==> config.mk <==
export PLATFORM = sky130hd
export DESIGN_NAME = tmr_channel
export DESIGN_NICKNAME = d
export VERILOG_FILES = /design/src/hw/tmr_pkg.sv /design/src/hw/tmr_prescaler.sv /design/src/hw/tmr_channel.sv
export SDC_FILE = /design/constraint.sdc
export NUM_CORES = 1
export LEC_CHECK = 0
export BUFFER_PORTS_ARGS = -buffer_cell sky130_fd_sc_hd__buf_2
export CAP_MARGIN = 40
export CORE_ASPECT_RATIO = 0.8
export CORE_UTILIZATION = 25
export CTS_CLUSTER_SIZE = 16
export DETAILED_ROUTE_END_ITERATION = 16
export GPL_TIMING_DRIVEN = 0
export PLACE_DENSITY_LB_ADDON = 0.1
export SETUP_SLACK_MARGIN = 0.15
export SLEW_MARGIN = 20
export SYNTH_ARGS = -nofsm -noshare
export SYNTH_HDL_FRONTEND = slang
export SYNTH_SLANG_ARGS = --single-unit
==> constraint.sdc <==
create_clock -name clk_sys -period 2.4 [get_ports clk_sys]
set_input_delay 0.12 -clock clk_sys [delete_from_list [all_inputs] [get_ports clk_sys]]
set_output_delay 0.12 -clock clk_sys [all_outputs]
set_load 0.05 [all_outputs]
==> src/hw/tmr_pkg.sv <==
// Constants shared by the 8-bit timer channel and its prescaler.
package tmr_pkg;

  // ****************************************************************
  // Register bus geometry and register indices
  // ****************************************************************
  localparam int ADDR_W = 3;
  localparam int DATA_W = 8;
  localparam logic [2:0] ADDR_CTRL = 3'h0;
  localparam logic [2:0] ADDR_COMPARE = 3'h1;
  localparam logic [2:0] ADDR_DUTY = 3'h2;
  localparam logic [2:0] ADDR_STATUS = 3'h3;
  localparam logic [2:0] ADDR_MASK = 3'h4;
  localparam logic [2:0] ADDR_COUNT = 3'h5;

  // ****************************************************************
  // Control register fields, reset values and count limits
  // ****************************************************************
  localparam int CTRL_FLOP_BIT = 7;
  localparam int CTRL_CLK_LSB = 4;
  localparam int CTRL_RUN_BIT = 3;
  localparam int CTRL_MODE_LSB = 0;
  localparam logic [7:0] CTRL_RESET = 8'h00;
  localparam logic [7:0] COMPARE_RESET = 8'hff;
  localparam logic [7:0] DUTY_RESET = 8'h80;
  localparam logic [7:0] COUNT_MAX = 8'hff;
  localparam logic [7:0] COUNT_STEP = 8'h01;

  // ****************************************************************
  // Operating modes and clock sources
  // ****************************************************************
  localparam logic [2:0] MODE_TIMER = 3'h0;
  localparam logic [2:0] MODE_DIVIDER = 3'h1;
  localparam logic [2:0] MODE_PWM = 3'h2;
  localparam logic [2:0] MODE_EVENT = 3'h4;
  localparam logic [2:0] CLK_DIV2048 = 3'h0;
  localparam logic [2:0] CLK_DIV128 = 3'h1;
  localparam logic [2:0] CLK_DIV32 = 3'h2;
  localparam logic [2:0] CLK_DIV8 = 3'h3;
  localparam logic [2:0] CLK_SLOW = 3'h4;
  localparam logic [2:0] CLK_DIV2 = 3'h5;
  localparam logic [2:0] CLK_DIV1 = 3'h6;

  // ****************************************************************
  // Prescaler geometry
  // ****************************************************************
  localparam int PRESCALE_W = 11;
  localparam logic [10:0] PRE_MASK_2048 = 11'h7ff;
  localparam logic [10:0] PRE_MASK_128 = 11'h07f;
  localparam logic [10:0] PRE_MASK_32 = 11'h01f;
  localparam logic [10:0] PRE_MASK_8 = 11'h007;
  localparam logic [10:0] PRE_MASK_2 = 11'h001;
  localparam logic [10:0] PRE_MASK_1 = 11'h000;

endpackage

==> src/hw/tmr_prescaler.sv <==
// Free-running prescaler that makes the selected source clock tick.
`timescale 1ns/1ps

module tmr_prescaler
  import tmr_pkg::*;
(
  input wire logic clk_sys, // System clock.
  input wire logic rst_n, // Asynchronous reset, active low.
  input wire logic [2:0] clockSel, // Source clock select.
  input wire logic slowClockTick, // One-cycle tick of the slow clock.
  output logic sourceTick // One-cycle tick of the selected source.
);

  logic [PRESCALE_W-1:0] pre_r;
  logic [PRESCALE_W-1:0] selMask;

  function automatic logic [PRESCALE_W-1:0] sel_mask(input logic [2:0] s);
    case (s)
      CLK_DIV2048: sel_mask = PRE_MASK_2048;
      CLK_DIV128: sel_mask = PRE_MASK_128;
      CLK_DIV32: sel_mask = PRE_MASK_32;
      CLK_DIV8: sel_mask = PRE_MASK_8;
      CLK_DIV2: sel_mask = PRE_MASK_2;
      CLK_DIV1: sel_mask = PRE_MASK_1;
      default: sel_mask = PRE_MASK_2048;
    endcase
  endfunction

  assign selMask = sel_mask(clockSel);
  // The divide-by-one source ticks every cycle since its mask is empty.
  assign sourceTick = (clockSel == CLK_SLOW) ? slowClockTick :
                      ((pre_r & selMask) == selMask);

  always_ff @(posedge clk_sys or negedge rst_n)
  begin
    if (!rst_n)
      pre_r <= '0;
    else
      pre_r <= pre_r + 1'b1;
  end

endmodule // tmr_prescaler

==> src/hw/tmr_channel.sv <==
// One 8-bit timer channel: event counter, divider output and PWM output.
//
// Added by the designer: the plain strobed port and the register offsets.
`timescale 1ns/1ps

// How it works
// - Event mode counts falling edges of input.
// - Event match raises interrupt, clears counter.
// - Compare register takes effect immediately, unbuffered.
// - Divider match toggles flop, clears, interrupts.
// - Divider pin is inverse of flop.
// - Flop loadable by control bit, reset clears.
// - Bit 3 runs, bit 7 loads flop.
// - Control 0x11 selects divider; 0x19 starts.
// - PWM toggles on duty match and overflow.
// - PWM pin is inverse of flop.
// - Duty buffered until overflow, direct when stopped.
// - Duty reads return the active value.
module tmr_channel
  import tmr_pkg::*;
(
  input wire logic clk_sys, // System clock, 250 MHz.
  input wire logic rst_n, // Asynchronous reset, active low.
  input wire logic [ADDR_W-1:0] regAddr, // Register index.
  input wire logic [DATA_W-1:0] regWdata, // Write data.
  input wire logic regWe, // Write strobe.
  input wire logic regRe, // Read strobe.
  output logic [DATA_W-1:0] regRdata, // Read data, cycle after strobe.
  input wire logic eventInputPin, // External event input.
  input wire logic slowClockTick, // Slow clock tick from the system.
  output logic dividerOutputPin, // Divider output, inverted flop.
  output logic pwmOutputPin, // PWM output, inverted flop.
  output logic channelMatchIrq // Level interrupt.
);

  // ****************************************************************
  // Registers
  // ****************************************************************
  logic [7:0] ctrl_r;
  logic [7:0] compare_r;
  logic [7:0] dutyBuf_r;
  logic [7:0] dutyAct_r;
  logic [7:0] dutyAct_nxt;
  logic [7:0] cnt_r;
  logic [7:0] cnt_nxt;
  logic flop_r;
  logic flop_nxt;
  logic status_r;
  logic status_nxt;
  logic mask_r;
  logic evtPrev_r;
  logic [DATA_W-1:0] rdata_r;

  // ****************************************************************
  // Decoding
  // ****************************************************************
  logic runBit;
  logic [2:0] mode;
  logic [2:0] clockSel;
  logic modeEvent;
  logic modeDivider;
  logic modePwm;
  logic srcTick;
  logic evtFall;
  logic step;
  logic [7:0] cntInc;
  logic cmpHit;
  logic pwmWrap;
  logic pwmDutyHit;
  logic matchEvt;
  logic flopToggle;
  logic ctrlWrite;
  logic compareWrite;
  logic dutyWrite;
  logic statusWrite;
  logic maskWrite;
  logic [DATA_W-1:0] readMux;

  function automatic logic is_write(input logic we,
                                    input logic [ADDR_W-1:0] a,
                                    input logic [ADDR_W-1:0] target);
    is_write = we && (a == target);
  endfunction

  assign runBit = ctrl_r[CTRL_RUN_BIT];
  assign mode = ctrl_r[CTRL_MODE_LSB +: 3];
  assign clockSel = ctrl_r[CTRL_CLK_LSB +: 3];
  assign modeEvent = (mode == MODE_EVENT);
  assign modeDivider = (mode == MODE_DIVIDER);
  assign modePwm = (mode == MODE_PWM);

  assign ctrlWrite = is_write(regWe, regAddr, ADDR_CTRL);
  assign compareWrite = is_write(regWe, regAddr, ADDR_COMPARE);
  assign dutyWrite = is_write(regWe, regAddr, ADDR_DUTY);
  assign statusWrite = is_write(regWe, regAddr, ADDR_STATUS);
  assign maskWrite = is_write(regWe, regAddr, ADDR_MASK);

  tmr_prescaler u_prescaler (
    .clk_sys(clk_sys),
    .rst_n(rst_n),
    .clockSel(clockSel),
    .slowClockTick(slowClockTick),
    .sourceTick(srcTick)
  );

  // The pin is taken as synchronous; the source must hold each level for
  // two cycles, so one history flop is enough to see every falling edge.
  assign evtFall = evtPrev_r && !eventInputPin;
  assign step = runBit && (modeEvent ? evtFall : srcTick);
  assign cntInc = cnt_r + COUNT_STEP;

  // Compare is read straight from the register, so a write acts at once.
  assign cmpHit = step && !modePwm && (cntInc == compare_r);
  assign pwmWrap = step && modePwm && (cnt_r == COUNT_MAX);
  assign pwmDutyHit = step && modePwm && !pwmWrap &&
                      (cntInc == dutyAct_r);
  assign matchEvt = cmpHit || pwmWrap;
  assign flopToggle = (cmpHit && modeDivider) || pwmWrap ||
                      pwmDutyHit;

  // ****************************************************************
  // Next-state logic
  // ****************************************************************
  always_comb
  begin
    if (!runBit)
      cnt_nxt = '0;
    else if (matchEvt)
      cnt_nxt = '0;
    else if (step)
      cnt_nxt = cntInc;
    else
      cnt_nxt = cnt_r;
  end

  // The flop loads only when the timer was already stopped, so the write
  // that stops it keeps the pin level and a later write sets it.
  always_comb
  begin
    if (ctrlWrite && !runBit)
      flop_nxt = regWdata[CTRL_FLOP_BIT];
    else if (flopToggle && runBit)
      flop_nxt = !flop_r;
    else
      flop_nxt = flop_r;
  end

  always_comb
  begin
    if (dutyWrite && !runBit)
      dutyAct_nxt = regWdata;
    else if (pwmWrap)
      dutyAct_nxt = dutyBuf_r;
    else
      dutyAct_nxt = dutyAct_r;
  end

  // A match in the clearing cycle is kept: the set wins.
  assign status_nxt = (status_r && !(statusWrite && regWdata[0])) ||
                      matchEvt;

  assign readMux = (regAddr == ADDR_CTRL) ? ctrl_r :
                   (regAddr == ADDR_COMPARE) ? compare_r :
                   (regAddr == ADDR_DUTY) ? dutyAct_r :
                   (regAddr == ADDR_STATUS) ? {6'h00, flop_r, status_r} :
                   (regAddr == ADDR_MASK) ? {7'h00, mask_r} :
                   (regAddr == ADDR_COUNT) ? cnt_r : 8'h00;

  // ****************************************************************
  // Flip-flops
  // ****************************************************************
  always_ff @(posedge clk_sys or negedge rst_n)
  begin
    if (!rst_n)
    begin
      ctrl_r <= CTRL_RESET;
      compare_r <= COMPARE_RESET;
      dutyBuf_r <= DUTY_RESET;
      dutyAct_r <= DUTY_RESET;
      cnt_r <= '0;
      flop_r <= 1'b0;
      status_r <= 1'b0;
      mask_r <= 1'b0;
      evtPrev_r <= 1'b0;
      rdata_r <= '0;
    end
    else
    begin
      if (ctrlWrite)
        ctrl_r <= regWdata;
      if (compareWrite)
        compare_r <= regWdata;
      if (dutyWrite)
        dutyBuf_r <= regWdata;
      if (maskWrite)
        mask_r <= regWdata[0];
      dutyAct_r <= dutyAct_nxt;
      cnt_r <= cnt_nxt;
      flop_r <= flop_nxt;
      status_r <= status_nxt;
      evtPrev_r <= eventInputPin;
      rdata_r <= regRe ? readMux : '0;
    end
  end

  assign regRdata = rdata_r;
  assign dividerOutputPin = !flop_r;
  assign pwmOutputPin = !flop_r;
  assign channelMatchIrq = status_r && mask_r;
endmodule // tmr_channel

=== After elaboration in Yosys (flattened, before gate mapping) ===
Cells that the tools add are included.

* Register bits after elaboration: 63
* Input port bits: 17
* Word-level logic and storage cells: 83

* Add/sub/neg operators: 2
* Eq/ne operators: 19
* Mux-type cells: 17
* Bitwise operators: 1
* Reduce and logical (&&, ||, !) cells: 33

{| class="wikitable"
|+ Operator list
! kind !! count
|-
| $mux W8 || 12
|-
| $pmux W11 S5 || 1
|-
| $logic_and A1 B1 Y1 || 20
|-
| $eq A3 B3 Y1 const B || 6
|-
| $eq A8 B8 Y1 || 2
|-
| $eq A3 B2 Y1 const B || 5
|-
| $add A11 B1 Y11 const B || 1
|-
| $and A11 B11 Y11 || 1
|-
| $eq A11 B11 Y1 || 1
|-
| $eq A3 B1 Y1 const B || 3
|-
| $add A8 B1 Y8 const B || 1
|-
| $eq A8 B8 Y1 const B || 1
|-
| $logic_not A1 Y1 || 6
|-
| $logic_or A1 B1 Y1 || 4
|-
| $mux W1 || 4
|-
| $reduce_bool A2 Y1 || 2
|-
| $logic_not A3 Y1 || 1
|-
| $ne A3 B1 Y1 const B || 1
|}

=== Longest topological paths before layout ===
* Depth after elaboration: 16
* Gate-level depth with buffers: 9
* Gate-level depth less buffers: 8

=== By module ===
From an unflattened synthesis, not the netlist that was laid out.

* Cell total of the unflattened synthesis: 347
* Area, all modules: 3512.1 um^2

{| class="wikitable"
|+ By module, submodules not included
! module !! times used !! cells each !! area each (um^2)
|-
| tmr_channel || 1 || 302 || 3010.4
|-
| tmr_prescaler || 1 || 45 || 501.7
|}

=== Least setup slack after synthesis ===
Ideal clock, no wire load.

* Path type: reg2reg
* Start point: reg cnt_r[1]
* End point: reg flop_r
* Arrival: 1.952 ns
* Required time: 2.268 ns
* Path slack: 0.315 ns
* Stages on the path, launching flop included: 9
* Path through: dfrtp_1 > ha_1 > and4_1 > o21ai_0 > o2111ai_1 > nor4b_4 > nand3_1 > a31oi_1 > o221ai_2

* Cells in the longest elaborated chain, start to end: 8

{| class="wikitable"
|+ Ends and longest elaborated chain
! what !! RTL line !! text
|-
| start: declaration || tmr_channel.sv:44 || <nowiki>logic [7:0] cnt_r;</nowiki>
|-
| start signal: assignment || tmr_channel.sv:198 || <nowiki>cnt_r <= cnt_nxt;</nowiki>
|-
| $add A8 B1 Y8 or $eq A8 B8 Y1 (tied branches) || tmr_channel.sv:110, tmr_channel.sv:114 ||
|-
| $eq A8 B8 Y1 or $logic_and A1 B1 Y1 (tied branches) || tmr_channel.sv:113, tmr_channel.sv:114 ||
|-
| $logic_and A1 B1 Y1 or $logic_not A1 Y1 (tied branches) || tmr_channel.sv:113, tmr_channel.sv:115 ||
|-
| $logic_and A1 B1 Y1, on equally long branches || tmr_channel.sv:118, tmr_channel.sv:115 ||
|-
| $logic_or A1 B1 Y1 or $logic_and A1 B1 Y1 (tied branches) || tmr_channel.sv:118, tmr_channel.sv:115 ||
|-
| $logic_or A1 B1 Y1 * || tmr_channel.sv:118 || <nowiki>assign flopToggle = (cmpHit && modeDivider) || pwmWrap ||</nowiki>
|-
| $logic_and A1 B1 Y1 * || tmr_channel.sv:142 || <nowiki>else if (flopToggle && runBit)</nowiki>
|-
| $reduce_bool A2 Y1 (no line) * || -- ||
|-
| end signal: assignment || tmr_channel.sv:199 || <nowiki>flop_r <= flop_nxt;</nowiki>
|-
| end: declaration || tmr_channel.sv:46 || <nowiki>logic flop_r;</nowiki>
|}

Mark *: on every way between the ends. The rest lies on a longest branch, timed or not.
A chain may end at the register's enable or synchronous reset.

=== Final worst setup path ===
* Start point: reg cnt_r[0]
* End point: reg flop_r

Same word-level chain as after synthesis.

==> flow_summary.yaml <==
run_status:
  outcome: "completed"
clock_tree:
  cts_tree: "yes"
  numCtsBuffers: 9
  clk_sinks: 63
  clkLatencyLatePin_ns: 0.34
  max_buffers_root_to_sink: 2
  cts.htree.levels: 3
  cts.root.buffer_cell: "sky130_fd_sc_hd__clkbuf_16"
  worst_setup_hold_path_clk_slew_ns: 0.06
sta:
  timing.fmax_mhz: 464.8
  final_max_slew_viol_count: 0
  fin_hold_ws_ns: 0.06584
  setup-violations-final: 0
  timing.final.crit_share_pct: 89.65
  report.final.hold_viol_count: 0
  worst_pin_slew_ns: 0.7930
  final_period_minus_worst_setup_slack_ns: 2.152
  worst_clock_skew_ns: 0.007268
  rsz0062_at_grt: "true"
  worst_slew_margin_relative_to_its_limit_pct: 46.90
global_routing:
  grt_start_max_net_pins: 48
  grt_overflow_total: 0
  global_route_met2_usage_pct: 22.15
  grt.busiest_layer: "met1"
  grt_antenna_before_repair: 0
  gr-usage-met3_pct: 3.688
  first_global_vias: 2847
  grt_pass1_wl_mm: 16.89
  combined_global_route_utilization_of_all_metal_layers_pct: 15.52
  grt.met1_usage_pct: 23.19
die:
  design.die.area_sq_mm: 0.01494
  placement_rows: 38
  die_y_microns: 109.5
  coreArea_sq_mm: 0.01384
  io-pin-count: 28
  die_width_microns: 136.4
  initial_utilization_pct: 26.12
place:
  detailed_place.area_sq_mm: 0.004014
  numPortBuffers: 26
  place_congestion: 0.8780
  post-dp-hpwl_mm: 7.655
synth:
  synth_fp_nets: 378
  synth_warnings: 0
  number_of_different_library_cells_in_the_post_synthesis_netlist: 56
  avgSynthCellArea_sq_um: 10.07
  ys_dominant_reg_cell: "sky130_fd_sc_hd__dfrtp_1"
  syn_area_sq_mm: 0.003613
  synth_top_cell_area_share_pct: 36.70
  synth_area_leader_cell: "sky130_fd_sc_hd__dfrtp_1"
  ys_async_rst_share_pct: 100.0
  syn_inst: 359
  synth.ff_latch_count: 63
  synth_seq_area_share_pct: 43.98
  yosys-top-cells-area: "sky130_fd_sc_hd__dfrtp_1 37%, sky130_fd_sc_hd__mux2_2 7.8%, sky130_fd_sc_hd__dfstp_2 7.3%"
  synth-edff-count: 0
pwr:
  power_frac_seq_pct: 38.5
  static-leakage-power_uw: 0.001834
  power.density_mw_per_mm2: 805.9
  comb_power_share_pct: 24.2
  p_sw_share_pct: 31.37
  total_switching_power_uw: 1145
  ir_worst_vdd_uv: 337.6
  internal_power_uw: 2505
  pwr-share-clk_pct: 37.3
cells_and_area:
  layout-drive-gt1-share_pct: 31.82
  filler_cell_count: 1449
  finalNetCount: 432
  layout.cell_area.non_filler_sq_mm: 0.004529
  antennaDiodeCount: 0
  areaGrowthSynthToFinish_pct: 25.35
job:
  max_cap_viol_count: 0
worst_setup_path:
  worst_setup_path_type: "flip-flop to flip-flop"
  slowest_stage: "sky130_fd_sc_hd__dfrtp_1"
  worst-endpoint-arrival_ns: 2.41
  worst_setup_end_kind: "flip-flop"
  sort_of_element_at_the_start_of_the_critical_path: "flip-flop"
  crit_required_ns: 2.66
  worst-path-max-fanout: 7
  cp_slowest_stage_delay_ns: 0.42
  cp_cell_sequence: "buf_6 > and4_4 > a21o_1 > o2111ai_2 > nor4b_4 > buf_4 > nand3_1 > and3_4 > o221ai_2"
routing:
  drt-wirelength-per-cell_microns: 17.87
  detail_route.first_pass.iterations: 4
  via_count: 2881
  detail-route-antenna-nets: 0
  drt_first_iter_violations: 212
  wl_mm: 10.69
  viasPerCell: 4.818
  detail_route.drc_violations: 0
hold_path:
  worst_min_delay_path_class: "input port to flip-flop"
[registers in the layout, summed over array words and instances, names as in the netlist]
signal             flops
ctrl_r                 8
regRdata               8
dutyBuf_r              8
u_prescaler.pre_r     11
status_r               1
mask_r                 1
evtPrev_r              1
compare_r              8
cnt_r                  8
dutyAct_r              8
flop_r                 1
[layer usage]
| layer | share of wire, % | wire [microns] | vias up |
|---|---|---|---|
| met5 | 0 | 0 | - |
| met4 | 1.0 | 107 | 0 |
| met3 | 5.3 | 568 | 11 |
| met2 | 41 | 4404 | 63 |
| met1 | 52 | 5609 | 1409 |
| li1 | - | - | 1398 |
[cells in the mapped netlist (4+ instances only)]
cell type and count:
sky130_fd_sc_hd__a21boi_0 4, sky130_fd_sc_hd__and2_1 6, sky130_fd_sc_hd__clkbuf_1 11, sky130_fd_sc_hd__xor2_1 11, sky130_fd_sc_hd__mux2_2 25, sky130_fd_sc_hd__nand4_1 4, sky130_fd_sc_hd__o21ai_0 13, sky130_fd_sc_hd__dfrtp_1 53
sky130_fd_sc_hd__buf_2 7, sky130_fd_sc_hd__nor2_1 30, sky130_fd_sc_hd__nand2b_1 8, sky130_fd_sc_hd__nand2_1 20, sky130_fd_sc_hd__dfstp_2 10, sky130_fd_sc_hd__and3_1 4, sky130_fd_sc_hd__inv_1 8, sky130_fd_sc_hd__buf_4 4
sky130_fd_sc_hd__o22ai_1 5, sky130_fd_sc_hd__a21oi_1 20, sky130_fd_sc_hd__xnor2_1 15, sky130_fd_sc_hd__a31oi_1 7, sky130_fd_sc_hd__nand3_1 19, sky130_fd_sc_hd__mux2i_1 16, sky130_fd_sc_hd__nand3b_1 6, sky130_fd_sc_hd__nor2b_1 6
[final cells by class]
type / instances / area, sq um / share of cell area [%]
tap: 180 / 225.2 / 4.972
sequential: 63 / 1598 / 35.28
clock buffer: 11 / 252.7 / 5.580
multi-input combinational: 264 / 1948 / 43.01
buffer: 24 / 130.1 / 2.873
inverter: 8 / 30.03 / 0.6630
clock inverter: 5 / 56.30 / 1.243
timing repair buffer: 43 / 289.0 / 6.381
[worst max-delay path: cells and delay by family (launching register included)]
kind,cells,cell delay [ns]
AO/OA/AOI/OAI,3,0.43
buffers and inverters,2,0.34
flip-flops,1,0.42
AND/OR/NAND/NOR,4,0.87
[layout by cell type (no fill, tap or decap), types with 3 or more instances in the layout]
cell                        Yosys  routed
sky130_fd_sc_hd__a31oi_1        7       6
sky130_fd_sc_hd__xnor2_1       15      15
sky130_fd_sc_hd__nor3b_1        3       3
sky130_fd_sc_hd__nand3b_1       6       6
sky130_fd_sc_hd__dfrtp_2        0       7
sky130_fd_sc_hd__clkbuf_16      0       9
sky130_fd_sc_hd__a21oi_1       20      19
sky130_fd_sc_hd__buf_2          7      32
sky130_fd_sc_hd__clkbuf_1      11      10
sky130_fd_sc_hd__dfstp_2       10      10
sky130_fd_sc_hd__mux2i_1       16      16
sky130_fd_sc_hd__a21boi_0       4       4
sky130_fd_sc_hd__mux2_2        25      25
sky130_fd_sc_hd__o22ai_1        5       5
sky130_fd_sc_hd__nor2b_1        6       6
sky130_fd_sc_hd__buf_6          1       4
sky130_fd_sc_hd__xor2_1        11      11
sky130_fd_sc_hd__nor2_1        30      30
sky130_fd_sc_hd__nor3_1         3       3
sky130_fd_sc_hd__nand3_1       19      18
sky130_fd_sc_hd__and2_1         6       6
sky130_fd_sc_hd__nand2_1       20      20
sky130_fd_sc_hd__dfrtp_1       53      46
sky130_fd_sc_hd__nand4_1        4       4
sky130_fd_sc_hd__nand2b_1       8       8
sky130_fd_sc_hd__inv_1          8       8
sky130_fd_sc_hd__and4b_1        3       3
sky130_fd_sc_hd__o21ai_0       13      12
sky130_fd_sc_hd__buf_4          4      16
sky130_fd_sc_hd__and3_1         4       3
[power by group through the flow]
stage	logic (uW)	clock network [uW]	registers (uW)
after global routing	966	1450	1430
after floorplan	540	0	1380
after CTS	832	1400	1400
final	885	1360	1400
after detailed placement	785	0	1420
after global placement	777	0	1420
[cell families (layout without fill, tap and decap cells)]
| family | count (synthesis) | count (layout) | share of synthesized area, % |
|---|---|---|---|
| mux | 42 | 42 | 12.85 |
| xor+xnor | 26 | 26 | 6.302 |
| fa+ha+maj | 3 | 3 | 0.9694 |
| flops | 63 | 63 | 43.97 |
| simple gates | 124 | 124 | 19.43 |
| buf+inv | 32 | 91 | 4.190 |
| compound gates | 69 | 69 | 12.29 |
[per-stage QoR]
stage / setup slack, ns / instances / total power, uW / setup TNS [ns] / util, %
floorplan: 0.3154 / 359 / 1923 / 0 / -
global placement: -0.2609 / 565 / 2197 / -1.702 / 28.69
detailed placement: -0.2228 / 568 / 2206 / -1.268 / 29.01
CTS: 0.1903 / 591 / 3634 / 0 / 31.83
global route: 0.1060 / 598 / 3846 / 0 / 32.74
finish: 0.2483 / 598 / 3650 / 0 / 32.74
[repair_timing]
item                                    4_1_cts  5_1_grt
setup buffers                                 5        7
endpoints found under the setup margin       18       17
hold buffers                                  2        0
resized for setup                             6       21
pin swaps                                     2        8
endpoints found under the hold margin        54        0
gates cloned                                  0        0
[worst paths after layout]
| kind | startpoint | to | slack (ns) | cells past startpoint |
|---|---|---|---|---|
| min in group asynchronous | rst_n | regRdata[2] | 0.20 | 2 |
| min | regWdata[3] | dutyBuf_r[3] | 0.07 | 2 |
| max reg2reg | cnt_r[0] | flop_r | 0.25 | 9 |
| min reg2reg | u_prescaler.pre_r[10] | u_prescaler.pre_r[10] | 0.47 | 1 |
| max | cnt_r[0] | flop_r | 0.25 | 9 |
| max in group asynchronous | rst_n | dutyBuf_r[7] | 1.62 | 3 |
No activity file was read; power rests on OpenSTA's default activity.
